File: src/uart_cfg_pkg.sv
// Purpose: constants shared by the uart channel configuration block
// Assumes: 16-bit registers reached by vendor register requests
// Notes:   offsets are request addresses
package uart_cfg_pkg;
   localparam int ADDR_W = 16;
   localparam int DATA_W = 16;
   // register offsets
   localparam logic [15:0] ADDR_DIR_ENABLE = 16'h0040;
   localparam logic [15:0] ADDR_CHAR_FMT   = 16'h0045;
   localparam logic [15:0] ADDR_HANDSHAKE  = 16'h0046;
   localparam logic [15:0] ADDR_RESUME     = 16'h0047;
   localparam logic [15:0] ADDR_PAUSE      = 16'h0048;
   localparam logic [15:0] ADDR_LINE_ERR   = 16'h0049;
   localparam logic [15:0] ADDR_BREAK      = 16'h004A;
   localparam logic [15:0] ADDR_TURNAROUND = 16'h004B;
   localparam logic [15:0] ADDR_PIN_FUNC   = 16'h004C;
   localparam logic [15:0] ADDR_PIN_DIR    = 16'h004D;
   localparam logic [15:0] ADDR_DRIVE_HIGH = 16'h004E;
   localparam logic [15:0] ADDR_DRIVE_LOW  = 16'h004F;
   localparam logic [15:0] ADDR_PIN_LEVEL  = 16'h0050;
   // field positions
   localparam int ENA_RX_BIT   = 1;
   localparam int ENA_TX_BIT   = 0;
   localparam int FMT_STOP_BIT = 7;
   localparam int HALF_BIT     = 3;
   localparam int POL_BIT      = 3;
   localparam int ERR_LIVE_BIT = 7;
   localparam int ERR_LSB      = 3;
   localparam int PIN_REQ      = 5;
   localparam int PIN_CTS      = 4;
   localparam int PIN_DTR      = 3;
   localparam int PIN_DSR      = 2;
   // reset values and the endless break count
   localparam logic [7:0]  FMT_RESET    = 8'h08;
   localparam logic [7:0]  RESUME_RESET = 8'h11;
   localparam logic [7:0]  PAUSE_RESET  = 8'h13;
   localparam logic [15:0] BREAK_FOREVER = 16'hFFFF;
   // pin function codes
   localparam logic [2:0] PF_GPIO   = 3'h0;
   localparam logic [2:0] PF_RTS    = 3'h1;
   localparam logic [2:0] PF_DTR    = 3'h2;
   localparam logic [2:0] PF_DE_TX  = 3'h3;
   localparam logic [2:0] PF_DE_ADR = 3'h4;
   // break tick timing
   localparam int CLK_PERIOD_NS = 4;
   localparam int BREAK_TICK_NS = 1000000;
   localparam int BREAK_TICK_CYCLES = BREAK_TICK_NS / CLK_PERIOD_NS;
   localparam int MS_CNT_W = 18;
endpackage : uart_cfg_pkg

File: src/word_stream_if.sv
// Purpose: valid/ready word carrier between the block's modules
// Assumes: one clock domain
// Notes:   producer drives valid and data, consumer drives ready
`timescale 1ns/1ps
interface word_stream_if;
   logic        valid;
   logic        ready;
   logic [15:0] data;
   modport producer (output valid, output data, input ready);
   modport consumer (input valid, input data, output ready);
endinterface : word_stream_if

File: src/two_entry_buffer.sv
// Purpose: two-entry buffer for register answers
// Assumes: single clock, asynchronous active-low reset
// Notes:   fill ready drops only when both entries hold
`timescale 1ns/1ps
module two_entry_buffer (
   // clock and reset
   input wire logic        clk_sys_i,
   input wire logic        rst_b_i,
   // streams
   word_stream_if.consumer fill_if,
   word_stream_if.producer drain_if
);
   typedef struct packed {
      logic [1:0][15:0] mem;
      logic             wr_ptr;
      logic             rd_ptr;
      logic [1:0]       count;
   } buf_state_t;

   buf_state_t buf_ff;
   buf_state_t nxt_buf;
   logic       push;
   logic       pop;

   // full and empty from the occupancy count
   assign fill_if.ready  = (buf_ff.count != 2'h2);
   assign drain_if.valid = (buf_ff.count != 2'h0);
   assign drain_if.data  = buf_ff.mem[buf_ff.rd_ptr];
   assign push = fill_if.valid && fill_if.ready;
   assign pop  = drain_if.valid && drain_if.ready;

   // pointer and count update
   always_comb begin
      nxt_buf = buf_ff;
      if (push) begin
         nxt_buf.mem[buf_ff.wr_ptr] = fill_if.data;
         nxt_buf.wr_ptr = ~buf_ff.wr_ptr;
      end
      if (pop) begin
         nxt_buf.rd_ptr = ~buf_ff.rd_ptr;
      end
      if (push && !pop) begin
         nxt_buf.count = buf_ff.count + 2'h1;
      end else if (pop && !push) begin
         nxt_buf.count = buf_ff.count - 2'h1;
      end
   end

   always_ff @(posedge clk_sys_i or negedge rst_b_i) begin
      if (!rst_b_i) begin
         buf_ff <= '0;
      end else begin
         buf_ff <= nxt_buf;
      end
   end
endmodule : two_entry_buffer

File: src/uart_config_break_gpio_regs.sv
// Purpose: configuration, error, break, driver-enable and pin logic of a uart
// Assumes: uart core signals share clk_sys_i; pins are asynchronous
// Notes:   every accepted request yields one answer word through a buffer
`timescale 1ns/1ps
// Functional notes
// enable bit 1 gates receiver, bit 0 transmitter; both off after reset.
// format bit 7 selects one or two stop bits.
// format bits 6:4 select none, odd, even, mark or space parity.
// format bits 3:0 select 7, 8 or 9 data bits; resets to 8.
// half-duplex bit blocks reception while the transmitter sends.
// flow mode bits 2:0 select none, hardware, software, address match modes.
// resume and pause characters reset to 0x11 and 0x13.
// overrun, parity, framing, break flags latch until status is read.
// status bit 7 shows live break on the receive line.
// nonzero break count forces break, decremented per millisecond until zero.
// all-ones count holds break forever; zero stops it.
// driver enable holds turnaround bit times after sending.
// pin function bit 3 sets the driver-enable polarity.
// function codes 0, 1, 2 give general pins, request/clear, ready pins.
// codes 3 and 4 give driver enable on send or address match.
// direction bits make pins outputs when set; inputs after reset.
// drive-high ones raise output pins.
// drive-low ones lower output pins.
// pin level register returns all six pin levels.
// software manages pull-ups when it changes pin direction.
// host writes zero to reserved bits.
// line-coding requests also update the format; one that arrives with an accepted register write in the same cycle is dropped.
// registers are reached only by vendor requests.
// registers are 16 bits; unstated defaults are zero.
// millisecond and bit-time ticks pace break and turnaround.
// status read clears flags without losing new events.
module uart_config_break_gpio_regs #(
   parameter int MS_CYCLES = uart_cfg_pkg::BREAK_TICK_CYCLES
) (
   // clock and reset
   input  wire logic                            clk_sys_i,
   input  wire logic                            rst_b_i,
   // vendor register requests
   input  wire logic                            req_valid_i,
   output logic                                 req_ready_o,
   input  wire logic                            req_write_i,
   input  wire logic [uart_cfg_pkg::ADDR_W-1:0] req_addr_i,
   input  wire logic [uart_cfg_pkg::DATA_W-1:0] req_wdata_i,
   // register answers
   output logic                                 rsp_valid_o,
   input  wire logic                            rsp_ready_i,
   output logic [uart_cfg_pkg::DATA_W-1:0]      rsp_data_o,
   // line coding request
   input  wire logic                            lc_valid_i,
   input  wire logic                            lc_stop_two_i,
   input  wire logic [2:0]                      lc_parity_i,
   input  wire logic [3:0]                      lc_bits_i,
   // uart core control
   output logic                                 rx_enable_o,
   output logic                                 tx_enable_o,
   output logic                                 rx_gate_o,
   output logic                                 stop_two_o,
   output logic [2:0]                           parity_o,
   output logic [3:0]                           char_len_o,
   output logic                                 half_duplex_o,
   output logic [2:0]                           flow_mode_o,
   output logic [7:0]                           resume_character_o,
   output logic [7:0]                           pause_character_o,
   output logic                                 tx_break_o,
   // uart core status
   input  wire logic                            tx_busy_i,
   input  wire logic                            addr_match_i,
   input  wire logic                            bit_tick_i,
   input  wire logic                            overrun_evt_i,
   input  wire logic                            parity_evt_i,
   input  wire logic                            frame_evt_i,
   input  wire logic                            break_evt_i,
   input  wire logic                            break_live_i,
   // handshake to and from the core
   input  wire logic                            rts_n_i,
   input  wire logic                            dtr_n_i,
   output logic                                 cts_n_o,
   output logic                                 dsr_n_o,
   // six shared pins
   input  wire logic [5:0]                      pin_in_i,
   output logic [5:0]                           pin_out_o,
   output logic [5:0]                           pin_oe_o
);
   import uart_cfg_pkg::*;

   typedef enum logic [2:0] {
      DE_IDLE = 3'b001,
      DE_SEND = 3'b010,
      DE_HOLD = 3'b100
   } de_state_t;

   typedef struct packed {
      logic                rx_en;
      logic                tx_en;
      logic [7:0]          fmt;
      logic [3:0]          flow;
      logic [7:0]          resume;
      logic [7:0]          pause;
      logic [3:0]          err;
      logic [15:0]         brk;
      logic [3:0]          turn;
      logic [3:0]          pfunc;
      logic [5:0]          dir;
      logic [5:0]          drv;
      logic [5:0]          s1;
      logic [5:0]          s2;
      logic [5:0]          s3;
      logic [5:0]          level;
      logic [MS_CNT_W-1:0] ms_cnt;
      de_state_t           de;
      logic [3:0]          hold;
   } cfg_state_t;

   cfg_state_t  st_ff;
   cfg_state_t  nxt_st;
   logic        take;
   logic        wr;
   logic        rd;
   logic [15:0] rd_val;
   logic        ms_tick;
   logic        de_req;
   logic        de_on;
   logic        de_level;
   logic [3:0]  err_evt;
   logic [5:0]  agree;

   word_stream_if push_if ();
   word_stream_if pop_if ();

   // answers queue here so a stalled host never loses a word
   two_entry_buffer u_rsp_buf (
      .clk_sys_i (clk_sys_i),
      .rst_b_i   (rst_b_i),
      .fill_if   (push_if),
      .drain_if  (pop_if)
   );

   // request acceptance; only vendor requests reach the registers
   assign req_ready_o  = push_if.ready;
   assign take         = req_valid_i && push_if.ready;
   assign wr           = take && req_write_i;
   assign rd           = take && !req_write_i;
   assign push_if.valid = take;
   assign push_if.data  = req_write_i ? 16'h0000 : rd_val;
   assign pop_if.ready  = rsp_ready_i;
   assign rsp_valid_o   = pop_if.valid;
   assign rsp_data_o    = pop_if.data;

   // millisecond tick from the system clock
   assign ms_tick = (st_ff.ms_cnt == MS_CNT_W'(MS_CYCLES - 1));
   assign err_evt = {overrun_evt_i, parity_evt_i, frame_evt_i, break_evt_i};
   assign agree   = ~(st_ff.s2 ^ st_ff.s3);

   // read mux; reserved and unmapped bits read as zero
   always_comb begin
      rd_val = 16'h0000;
      unique case (req_addr_i)
         ADDR_DIR_ENABLE: rd_val = {14'h0000, st_ff.rx_en, st_ff.tx_en};
         ADDR_CHAR_FMT:   rd_val = {8'h00, st_ff.fmt};
         ADDR_HANDSHAKE:  rd_val = {12'h000, st_ff.flow};
         ADDR_RESUME:     rd_val = {8'h00, st_ff.resume};
         ADDR_PAUSE:      rd_val = {8'h00, st_ff.pause};
         ADDR_LINE_ERR:   rd_val = {8'h00, break_live_i, st_ff.err, 3'h0};
         ADDR_BREAK:      rd_val = st_ff.brk;
         ADDR_TURNAROUND: rd_val = {12'h000, st_ff.turn};
         ADDR_PIN_FUNC:   rd_val = {12'h000, st_ff.pfunc};
         ADDR_PIN_DIR:    rd_val = {10'h000, st_ff.dir};
         ADDR_PIN_LEVEL:  rd_val = {10'h000, st_ff.level};
         default:         rd_val = 16'h0000;
      endcase
   end

   // driver-enable request for the two automatic modes
   always_comb begin
      de_req = 1'b0;
      if (st_ff.pfunc[2:0] == PF_DE_TX) begin
         de_req = tx_busy_i;
      end else if (st_ff.pfunc[2:0] == PF_DE_ADR) begin
         de_req = tx_busy_i && addr_match_i;
      end
   end

   assign de_on    = (st_ff.de != DE_IDLE);
   assign de_level = st_ff.pfunc[POL_BIT] ? de_on : ~de_on;

   // next state of every register, counter and synchroniser
   always_comb begin
      nxt_st = st_ff;
      // register writes; only defined bits are kept
      if (wr) begin
         unique case (req_addr_i)
            ADDR_DIR_ENABLE: begin
               nxt_st.rx_en = req_wdata_i[ENA_RX_BIT];
               nxt_st.tx_en = req_wdata_i[ENA_TX_BIT];
            end
            ADDR_CHAR_FMT:   nxt_st.fmt = req_wdata_i[7:0];
            ADDR_HANDSHAKE:  nxt_st.flow = req_wdata_i[3:0];
            ADDR_RESUME:     nxt_st.resume = req_wdata_i[7:0];
            ADDR_PAUSE:      nxt_st.pause = req_wdata_i[7:0];
            ADDR_TURNAROUND: nxt_st.turn = req_wdata_i[3:0];
            ADDR_PIN_FUNC:   nxt_st.pfunc = req_wdata_i[3:0];
            ADDR_PIN_DIR:    nxt_st.dir = req_wdata_i[5:0];
            ADDR_DRIVE_HIGH: nxt_st.drv = st_ff.drv | (req_wdata_i[5:0] & st_ff.dir);
            ADDR_DRIVE_LOW:  nxt_st.drv = st_ff.drv & ~(req_wdata_i[5:0] & st_ff.dir);
            default: begin
            end
         endcase
      end else if (lc_valid_i) begin
         // a register write beats line coding
         nxt_st.fmt = {lc_stop_two_i, lc_parity_i, lc_bits_i};
      end
      // read clears flags; a new event still sets them
      if (rd && (req_addr_i == ADDR_LINE_ERR)) begin
         nxt_st.err = err_evt;
      end else begin
         nxt_st.err = st_ff.err | err_evt;
      end
      // break countdown; all ones never counts
      if (wr && (req_addr_i == ADDR_BREAK)) begin
         nxt_st.brk = req_wdata_i;
      end else if (ms_tick && (st_ff.brk != 16'h0000) && (st_ff.brk != BREAK_FOREVER)) begin
         nxt_st.brk = st_ff.brk - 16'h0001;
      end
      nxt_st.ms_cnt = ms_tick ? '0 : st_ff.ms_cnt + MS_CNT_W'(1);
      // pins pass three flops; a bit moves once stages two and three agree
      nxt_st.s1    = pin_in_i;
      nxt_st.s2    = st_ff.s1;
      nxt_st.s3    = st_ff.s2;
      nxt_st.level = (st_ff.level & ~agree) | (st_ff.s3 & agree);
      // driver enable; turnaround counted in bit times
      unique case (st_ff.de)
         DE_IDLE: begin
            if (de_req) begin
               nxt_st.de = DE_SEND;
            end
         end
         DE_SEND: begin
            if (!tx_busy_i) begin
               nxt_st.hold = st_ff.turn;
               nxt_st.de = (st_ff.turn == 4'h0) ? DE_IDLE : DE_HOLD;
            end
         end
         DE_HOLD: begin
            if (tx_busy_i) begin
               nxt_st.de = DE_SEND;
            end else if (bit_tick_i) begin
               nxt_st.hold = st_ff.hold - 4'h1;
               if (st_ff.hold == 4'h1) begin
                  nxt_st.de = DE_IDLE;
               end
            end
         end
      endcase
   end

   // one register stage for the whole state
   always_ff @(posedge clk_sys_i or negedge rst_b_i) begin
      if (!rst_b_i) begin
         st_ff        <= '0;
         st_ff.fmt    <= FMT_RESET;
         st_ff.resume <= RESUME_RESET;
         st_ff.pause  <= PAUSE_RESET;
         st_ff.de     <= DE_IDLE;
      end else begin
         st_ff <= nxt_st;
      end
   end

   // core-facing controls
   assign rx_enable_o        = st_ff.rx_en;
   assign tx_enable_o        = st_ff.tx_en;
   assign rx_gate_o          = st_ff.rx_en && !(st_ff.flow[HALF_BIT] && tx_busy_i);
   assign stop_two_o         = st_ff.fmt[FMT_STOP_BIT];
   assign parity_o           = st_ff.fmt[6:4];
   assign char_len_o         = st_ff.fmt[3:0];
   assign half_duplex_o      = st_ff.flow[HALF_BIT];
   assign flow_mode_o        = st_ff.flow[2:0];
   assign resume_character_o = st_ff.resume;
   assign pause_character_o  = st_ff.pause;
   assign tx_break_o         = (st_ff.brk != 16'h0000);
   assign cts_n_o            = st_ff.level[PIN_CTS];
   assign dsr_n_o            = st_ff.level[PIN_DSR];

   // pin functions override general-purpose direction
   always_comb begin
      pin_oe_o  = st_ff.dir;
      pin_out_o = st_ff.drv;
      unique case (st_ff.pfunc[2:0])
         PF_RTS: begin
            pin_oe_o[PIN_REQ]  = 1'b1;
            pin_out_o[PIN_REQ] = rts_n_i;
            pin_oe_o[PIN_CTS]  = 1'b0;
         end
         PF_DTR: begin
            pin_oe_o[PIN_DTR]  = 1'b1;
            pin_out_o[PIN_DTR] = dtr_n_i;
            pin_oe_o[PIN_DSR]  = 1'b0;
         end
         PF_DE_TX, PF_DE_ADR: begin
            pin_oe_o[PIN_REQ]  = 1'b1;
            pin_out_o[PIN_REQ] = de_level;
         end
         default: begin
            // general-purpose and reserved codes leave pins alone
         end
      endcase
   end
endmodule : uart_config_break_gpio_regs

File: config.mk
export PLATFORM = sky130hd
export DESIGN_NAME = uart_config_break_gpio_regs
export DESIGN_NICKNAME = d
export VERILOG_FILES = /design/src/uart_cfg_pkg.sv /design/src/word_stream_if.sv /design/src/two_entry_buffer.sv /design/src/uart_config_break_gpio_regs.sv
export SDC_FILE = /design/constraint.sdc
export NUM_CORES = 1
export LEC_CHECK = 0
export ABC_AREA = 0
export BUFFER_PORTS_ARGS = -buffer_cell sky130_fd_sc_hd__clkbuf_2
export CAP_MARGIN = 20
export CORE_UTILIZATION = 50
export CTS_BUF_LIST = sky130_fd_sc_hd__clkbuf_8
export CTS_CLUSTER_DIAMETER = 50
export DETAILED_ROUTE_END_ITERATION = 8
export PLACE_DENSITY = 0.78
export SLEW_MARGIN = 10
export SYNTH_ARGS = -nofsm -noshare
export SYNTH_HDL_FRONTEND = slang
export SYNTH_HIERARCHICAL = 1
export SYNTH_SLANG_ARGS = --single-unit
File: constraint.sdc
create_clock -name clk_sys_i -period 2.4 [get_ports clk_sys_i]
set_input_delay 0.48 -clock clk_sys_i [delete_from_list [all_inputs] [get_ports clk_sys_i]]
set_output_delay 0.48 -clock clk_sys_i [all_outputs]
set_load 0.005 [all_outputs]
## Word level (Yosys, flattened, before mapping)

Index checks and enable logic that the tools add are counted.

- Output and inout port bits: 64
- Input bits: 62
- Flip-flop bits (word level): 155
- Word-level logic and storage cells: 152

- Bitwise gates (word level): 14
- $add $sub $neg: 5
- Reductions and logical operators: 40
- Order comparisons: 3
- Equality and inequality tests: 32
- Mux-type cells: 34

Operators with widths:

| kind | number |
|---|---|
| $eq A16 B7 Y1 const B | 13 |
| $pmux W16 S11 | 1 |
| $mux W16 | 6 |
| $bwmux W32 | 1 |
| $and A6 B6 Y6 | 4 |
| $mux W8 | 3 |
| $add A18 B1 Y18 const B | 1 |
| $eq A18 B18 Y1 const B | 1 |
| $mux W18 | 1 |
| $not A6 Y6 | 3 |
| $reduce_and A2 Y1 | 9 |
| $demux W16 S1 | 1 |
| $ne A16 B16 Y1 const B | 1 |
| $reduce_bool A16 Y1 | 1 |
| $sub A16 B1 Y16 const B | 1 |
| $logic_and A1 B1 Y1 | 15 |
| $mux W7 | 2 |
| $mux W3 | 4 |
| $or A6 B6 Y6 | 2 |
| $pmux W6 S2 | 1 |
| $reduce_bool A2 Y1 | 6 |
| $ne A2 B2 Y1 const B | 5 |
| $eq A3 B2 Y1 const B | 3 |
| $pmux W3 S3 | 1 |
| other kinds (24) | 42 |

## Logic depth before layout (Yosys ltp)

- Depth after elaboration: 7
- Depth in mapped cells: 9
- Mapped depth without buffers: 7

## By module

Netlist, hierarchy kept.

By module, submodules not included:

| module | sequential area each (sq um) | cells an instance | times used | area each (sq um) |
|---|---|---|---|---|
| uart_config_break_gpio_regs | 2986.6 | 615 | 1 | 6348.6 |
| two_entry_buffer | 900.9 | 103 | 1 | 1700.4 |

## Worst setup path before layout

OpenSTA, ideal clock, no wires.

- Path type: input to register
- Start: in req_addr_i[9] (netlist bit)
- End: reg u_rsp_buf/buf_ff[25] (netlist bit)
- Path buffers: 1
- Setup time: 64 ps
- Path slack: 144 ps
- Data arrival time: 2192 ps
- Cell stages on the path: 8
- Required time: 2336 ps
- Cells stage by stage: nor4_2 > nand4_2 > nor2_4 > a221oi_1 > or2_1 > clkbuf_1 > a31oi_1 > mux2_4

- Longest elaborated chain between the ends: 4
- Elaborated cells between the ends (all ways): 14
- Those cells by class: eq/ne (11); mux (3)

RTL lines:

| element | RTL line | source |
|---|---|---|
| start, declared | uart_config_break_gpio_regs.sv:42 | `input wire logic [uart_cfg_pkg::ADDR_W-1:0] req_addr_i,` |
| $eq A16 B7 Y1 | uart_config_break_gpio_regs.sv:157 | `unique case (req_addr_i)` |
| $pmux W16 S11 * | uart_config_break_gpio_regs.sv:157 |  |
| $mux W16 * | uart_config_break_gpio_regs.sv:144 | `assign push_if.data = req_write_i ? 16'h0000 : rd_val;` |
| via push_if.data[5] | word_stream_if.sv:8 | `logic [15:0] data;` |
| $bwmux W32 * | two_entry_buffer.sv:36 | `nxt_buf.mem[buf_ff.wr_ptr] = fill_if.data;` |
| end signal, assigned | two_entry_buffer.sv:53 | `buf_ff <= nxt_buf;` |
| end, declared | two_entry_buffer.sv:20 | `buf_state_t buf_ff;` |

The timed path passes the listed nets; every way through them passes the cells marked *.
A chain may end at the register's enable or synchronous reset.

## Final worst setup path

- Start: reg st_ff[81] (netlist bit)
- End: out tx_break_o

- Longest elaborated chain between the ends: 1

RTL lines:

| element | RTL line | source |
|---|---|---|
| start, declared | uart_config_break_gpio_regs.sv:114 | `cfg_state_t st_ff;` |
| start signal, assigned | uart_config_break_gpio_regs.sv:265 | `st_ff <= nxt_st;` |
| $reduce_bool A16 Y1 | uart_config_break_gpio_regs.sv:280 | `assign tx_break_o = (st_ff.brk != 16'h0000);` |
| end, declared | uart_config_break_gpio_regs.sv:64 | `output logic tx_break_o,` |

No other way between the ends.

==> PnR_summary.wiki <==
{| class="wikitable"
! Metric !! Value
|-
| Cell-by-cell listing of the critical path || or4_4 > nor4b_4 > nand2_1 > clkbuf_2
|-
| Layout cells sized above 1 || 0.395
|-
| Clock tree sinks || 155
|-
| Finished Cell Area || 9430 µm²
|-
| Number of optimization iterations in the first detailed-route pass || 5
|-
| Total net switching power || 0.00171 W
|-
| Buffer depth of the longest clock path || 2
|-
| Hold Crit Class || in -> reg
|-
| Max_slew headroom || 0.660
|-
| Die Wd || 129 µm
|-
| Routability congestion estimate || 0.918
|-
| Number of top-level design ports || 126
|-
| Mean instance size in the synthesized netlist || 11.2 µm²
|-
| Root buffer cell || clkbuf_8
|-
| Leakage power total || 4.42 nW
|-
| Die Footprint || 16600 µm²
|-
| Post-synth net total || 787
|-
| Status || complete, no violations
|-
| CTS tree || done
|-
| Wirelength per Cell || 17.8 µm
|-
| Vias after detailed routing || 6064
|-
| Initial antenna violation count || 0
|-
| Part of the total power dissipated in combinational logic || 0.174
|-
| CP Max Fanout || 2
|-
| Destination of the worst hold path || nxt_st[38]
|-
| Yosys cell types || 69
|-
| H-Tree Level Count || 4
|-
| Power share of the sequential group || 0.475
|-
| Critical Setup Path Class || reg -> out
|-
| Final net count || 921
|-
| Period utilisation layout || 0.994
|-
| Category of the worst setup path capture point || output port
|-
| Setup clock skew after layout || 13.3 ps
|-
| Clock-pin slew of the registers on the worst-case setup and hold paths || 90 ps
|-
| Post-place instance area || 8890 µm²
|-
| Area of the placeable core || 15800 µm²
|-
| Wire length of the first global-routing pass || 30900 µm
|-
| Port-buffer cells || 125
|-
| Wire length after detailed routing || 19300 µm
|-
| Final hold slack || 114 ps
|-
| Clk network pwr share || 0.351
|-
| Slew @ Worst Pin || 510 ps
|-
| GRT Resource Usage Total || 0.246
|-
| Data arrival at the endpoint of the critical path || 1910 ps
|-
| Number of setup violations in the final report || 0
|-
| Number of buffers created by CTS || 17
|-
| Post-synth design cell area || 8050 µm²
|-
| Primary FF master, synth || dfrtp_1
|-
| Worst R2R Start || u_rsp_buf/buf_ff[0]
|-
| Endpoint of the lowest-slack register-to-register path || flow_mode_o[1]
|-
| Max Clock Freq || 419 MHz
|-
| Detailed-route DRC error count || 0
|-
| FFs w/ async S/R, synth || 1.00
|-
| Slowest stage cell on the critical path || or4_4
|-
| Critical path required time || 1920 ps
|-
| Final HPWL from detailed placement || 14100 µm
|-
| Number of enable-type register cells in the synthesized netlist || 0
|-
| Final count of hold timing violations || 0
|-
| Peak supply drop || 0.000440 V
|-
| Total number of placement rows || 46
|-
| Final ANT Viol Nets || 0
|-
| Final min period || 2390 ps
|-
| Aggregate global routing overflow || 0
|-
| Max-Cap Viols || 0
|-
| FF-to-FF setup slack || 160 ps
|-
| Fill cells || 1338
|-
| Maximum single-stage delay on the critical path || 570 ps
|-
| Switching Share || 0.286
|-
| Crit start category || flip-flop
|-
| Flops & latches, synth || 155
|-
| Pins over their slew limit || 0
|-
| Pin count of the biggest net entering global routing || 49
|-
| Part of the Yosys area used for sequential elements || 0.483
|-
| Effective utilization at floorplan || 0.510
|-
| Detail-routed via count per cell || 5.61
|-
| Via count of the first global-routing pass || 6017
|-
| Number of standard cells after synthesis || 718
|-
| Synthesis-to-finish area growth || 17.2%
|-
| Critical hold path startpoint || pin_in_i[1]
|-
| Ratio of total power to cell area || 632 nW/µm²
|-
| Warning count from the yosys run || 6
|-
| Internal power component || 0.00426 W
|-
| Die Y || 129 µm
|-
| Antenna cell count || 0
|-
| Worst hold path stage count || 1
|-
| Initial detailed-routing violation count || 450
|-
| Unrepaired setup endpoints after global routing || true
|-
| R2R depth || 6
|-
| Worst-Skew Late Latency || 460 ps
|}
## cell usage after synthesis (all sizes together) (6+ instances only)
| cell | instances | area, µm² |
|---|---|---|
| a22oi | 7 | 52.6 |
| xor2 | 17 | 149 |
| nor3 | 11 | 60.1 |
| buf | 48 | 360 |
| a22o | 10 | 87.6 |
| clkbuf | 13 | 48.8 |
| o21ai | 18 | 90.1 |
| mux2 | 92 | 1110 |
| nand3 | 27 | 135 |
| mux2i | 13 | 130 |
| nand2 | 59 | 221 |
| ha | 7 | 87.6 |
| nand2b | 9 | 63.8 |
| and2 | 14 | 88.8 |
| and3 | 6 | 42.5 |
| dfstp | 7 | 184 |
| nor4 | 12 | 143 |
| xnor2 | 16 | 140 |
| nor2 | 56 | 228 |
| inv | 9 | 33.8 |
| nand4 | 16 | 113 |
| maj3 | 6 | 60.1 |
| a21oi | 26 | 134 |
| a31oi | 13 | 81.3 |
| a21o | 7 | 53.8 |
| dfrtp | 148 | 3700 |
## layout by cell type, fill, tap and decap left out, types with 9 or more instances in the layout
cell / Yosys / final
dfrtp_1: 148 / 147
clkbuf_2: 0 / 123
mux2_2: 72 / 72
nand2_1: 59 / 59
nor2_1: 53 / 52
buf_4: 33 / 46
nand3_1: 27 / 27
a21oi_1: 25 / 25
mux2_4: 20 / 20
o21ai_0: 18 / 18
clkbuf_8: 0 / 17
xnor2_1: 16 / 16
xor2_1: 17 / 16
nand4_1: 14 / 14
and2_1: 13 / 13
a31oi_1: 13 / 13
mux2i_1: 13 / 13
a22o_1: 10 / 10
inv_1: 9 / 9
nor3_1: 10 / 9
## per-layer routing
layer | vias up | routed length, µm | GRT usage
met5 | - | 0 | 0
met4 | 0 | 544 | 0.0962
met3 | 53 | 1080 | 0.0607
met2 | 224 | 9340 | 0.405
met1 | 2975 | 8320 | 0.313
li1 | 2812 | - | -
## area by class of cell
cell class | count | area (µm²) | share of cell area
inverter | 9 | 33.8 | 0.00358
clock buffer | 17 | 234 | 0.0248
tap | 216 | 270 | 0.0286
timing repair buffer | 176 | 1070 | 0.113
multi-input combinational | 493 | 3750 | 0.398
sequential | 155 | 3890 | 0.412
clock inverter | 15 | 189 | 0.0200
## power by group through the flow
stage          logic, W  clock network, W  registers [W]
5_1_grt         0.00113           0.00223        0.00285
3_5_place_dp   0.000974                 0        0.00290
4_1_cts         0.00102           0.00213        0.00283
6_report        0.00104           0.00209        0.00283
2_1_floorplan  0.000742                 0        0.00286
3_3_place_gp   0.000949                 0        0.00289
## timing repair
| action | in CTS | in global routing |
|---|---|---|
| pin swaps | 4 | 5 |
| hold buffers | 1 | 0 |
| buffers inserted | 8 | 2 |
| gates cloned | 0 | 0 |
| gates resized for setup | 1 | 7 |
| hold endpoints to repair | 40 | 0 |
| setup endpoints to repair | 2 | 3 |
## worst max-delay path by stage
| stage | startpoint | end | slack (ps) | cells after the start |
|---|---|---|---|---|
| 6_report | st_ff[81] | tx_break_o | 10 | 4 |
| 5_1_grt | st_ff[81] | tx_break_o | -50 | 4 |
| 4_1_cts | st_ff[82] | tx_break_o | -20 | 4 |
| 3_5_place_dp | req_addr_i[13] | flow_mode_o[0] | 20 | 7 |
| 3_3_place_gp | req_addr_i[9] | st_ff[80] | 60 | 9 |
| 2_1_floorplan | req_addr_i[9] | u_rsp_buf/buf_ff[25] | 140 | 8 |
## registers in the layout (all words and copies together) (netlist names), named ones only
signal and flops:
pause_character_o 8, st_ff 63, resume_character_o 8, char_len_o 4
pin_oe_o 2, nxt_st 12, u_rsp_buf/buf_ff 36, half_duplex_o 1
tx_enable_o 1, stop_two_o 1, rx_enable_o 1, parity_o 3
flow_mode_o 3
## stage by stage
stage,setup TNS [ps],std cells,power (W),setup slack [ps],util
floorplan,0,718,0.00360,144,-
global placement,0,1038,0.00384,63.7,0.564
detailed placement,0,1038,0.00387,16.3,0.564
CTS,-24.4,1079,0.00599,-24.4,0.595
global route,-59.4,1081,0.00620,-53.9,0.598
finish,0,1081,0.00596,13.4,0.598
## critical path, delay by kind of cell (launching register included)
family                 cells  cell delay (ps)
buffers and inverters      1              130
AND/OR/NAND/NOR            3              920
flip-flops                 1              390
## kinds of logic after synthesis
logic type                 after synthesis  share of synthesized area
AOI/OAI and AO/OA                       97                     0.0785
and+or+nand+nor                        244                      0.172
adders and majority gates               13                     0.0183
DFF                                    155                      0.483
muxes                                  106                      0.157
xor gates and xnor gates                33                     0.0359
buffers and inverters                   70                     0.0550
(Power assumes the default switching activity.)
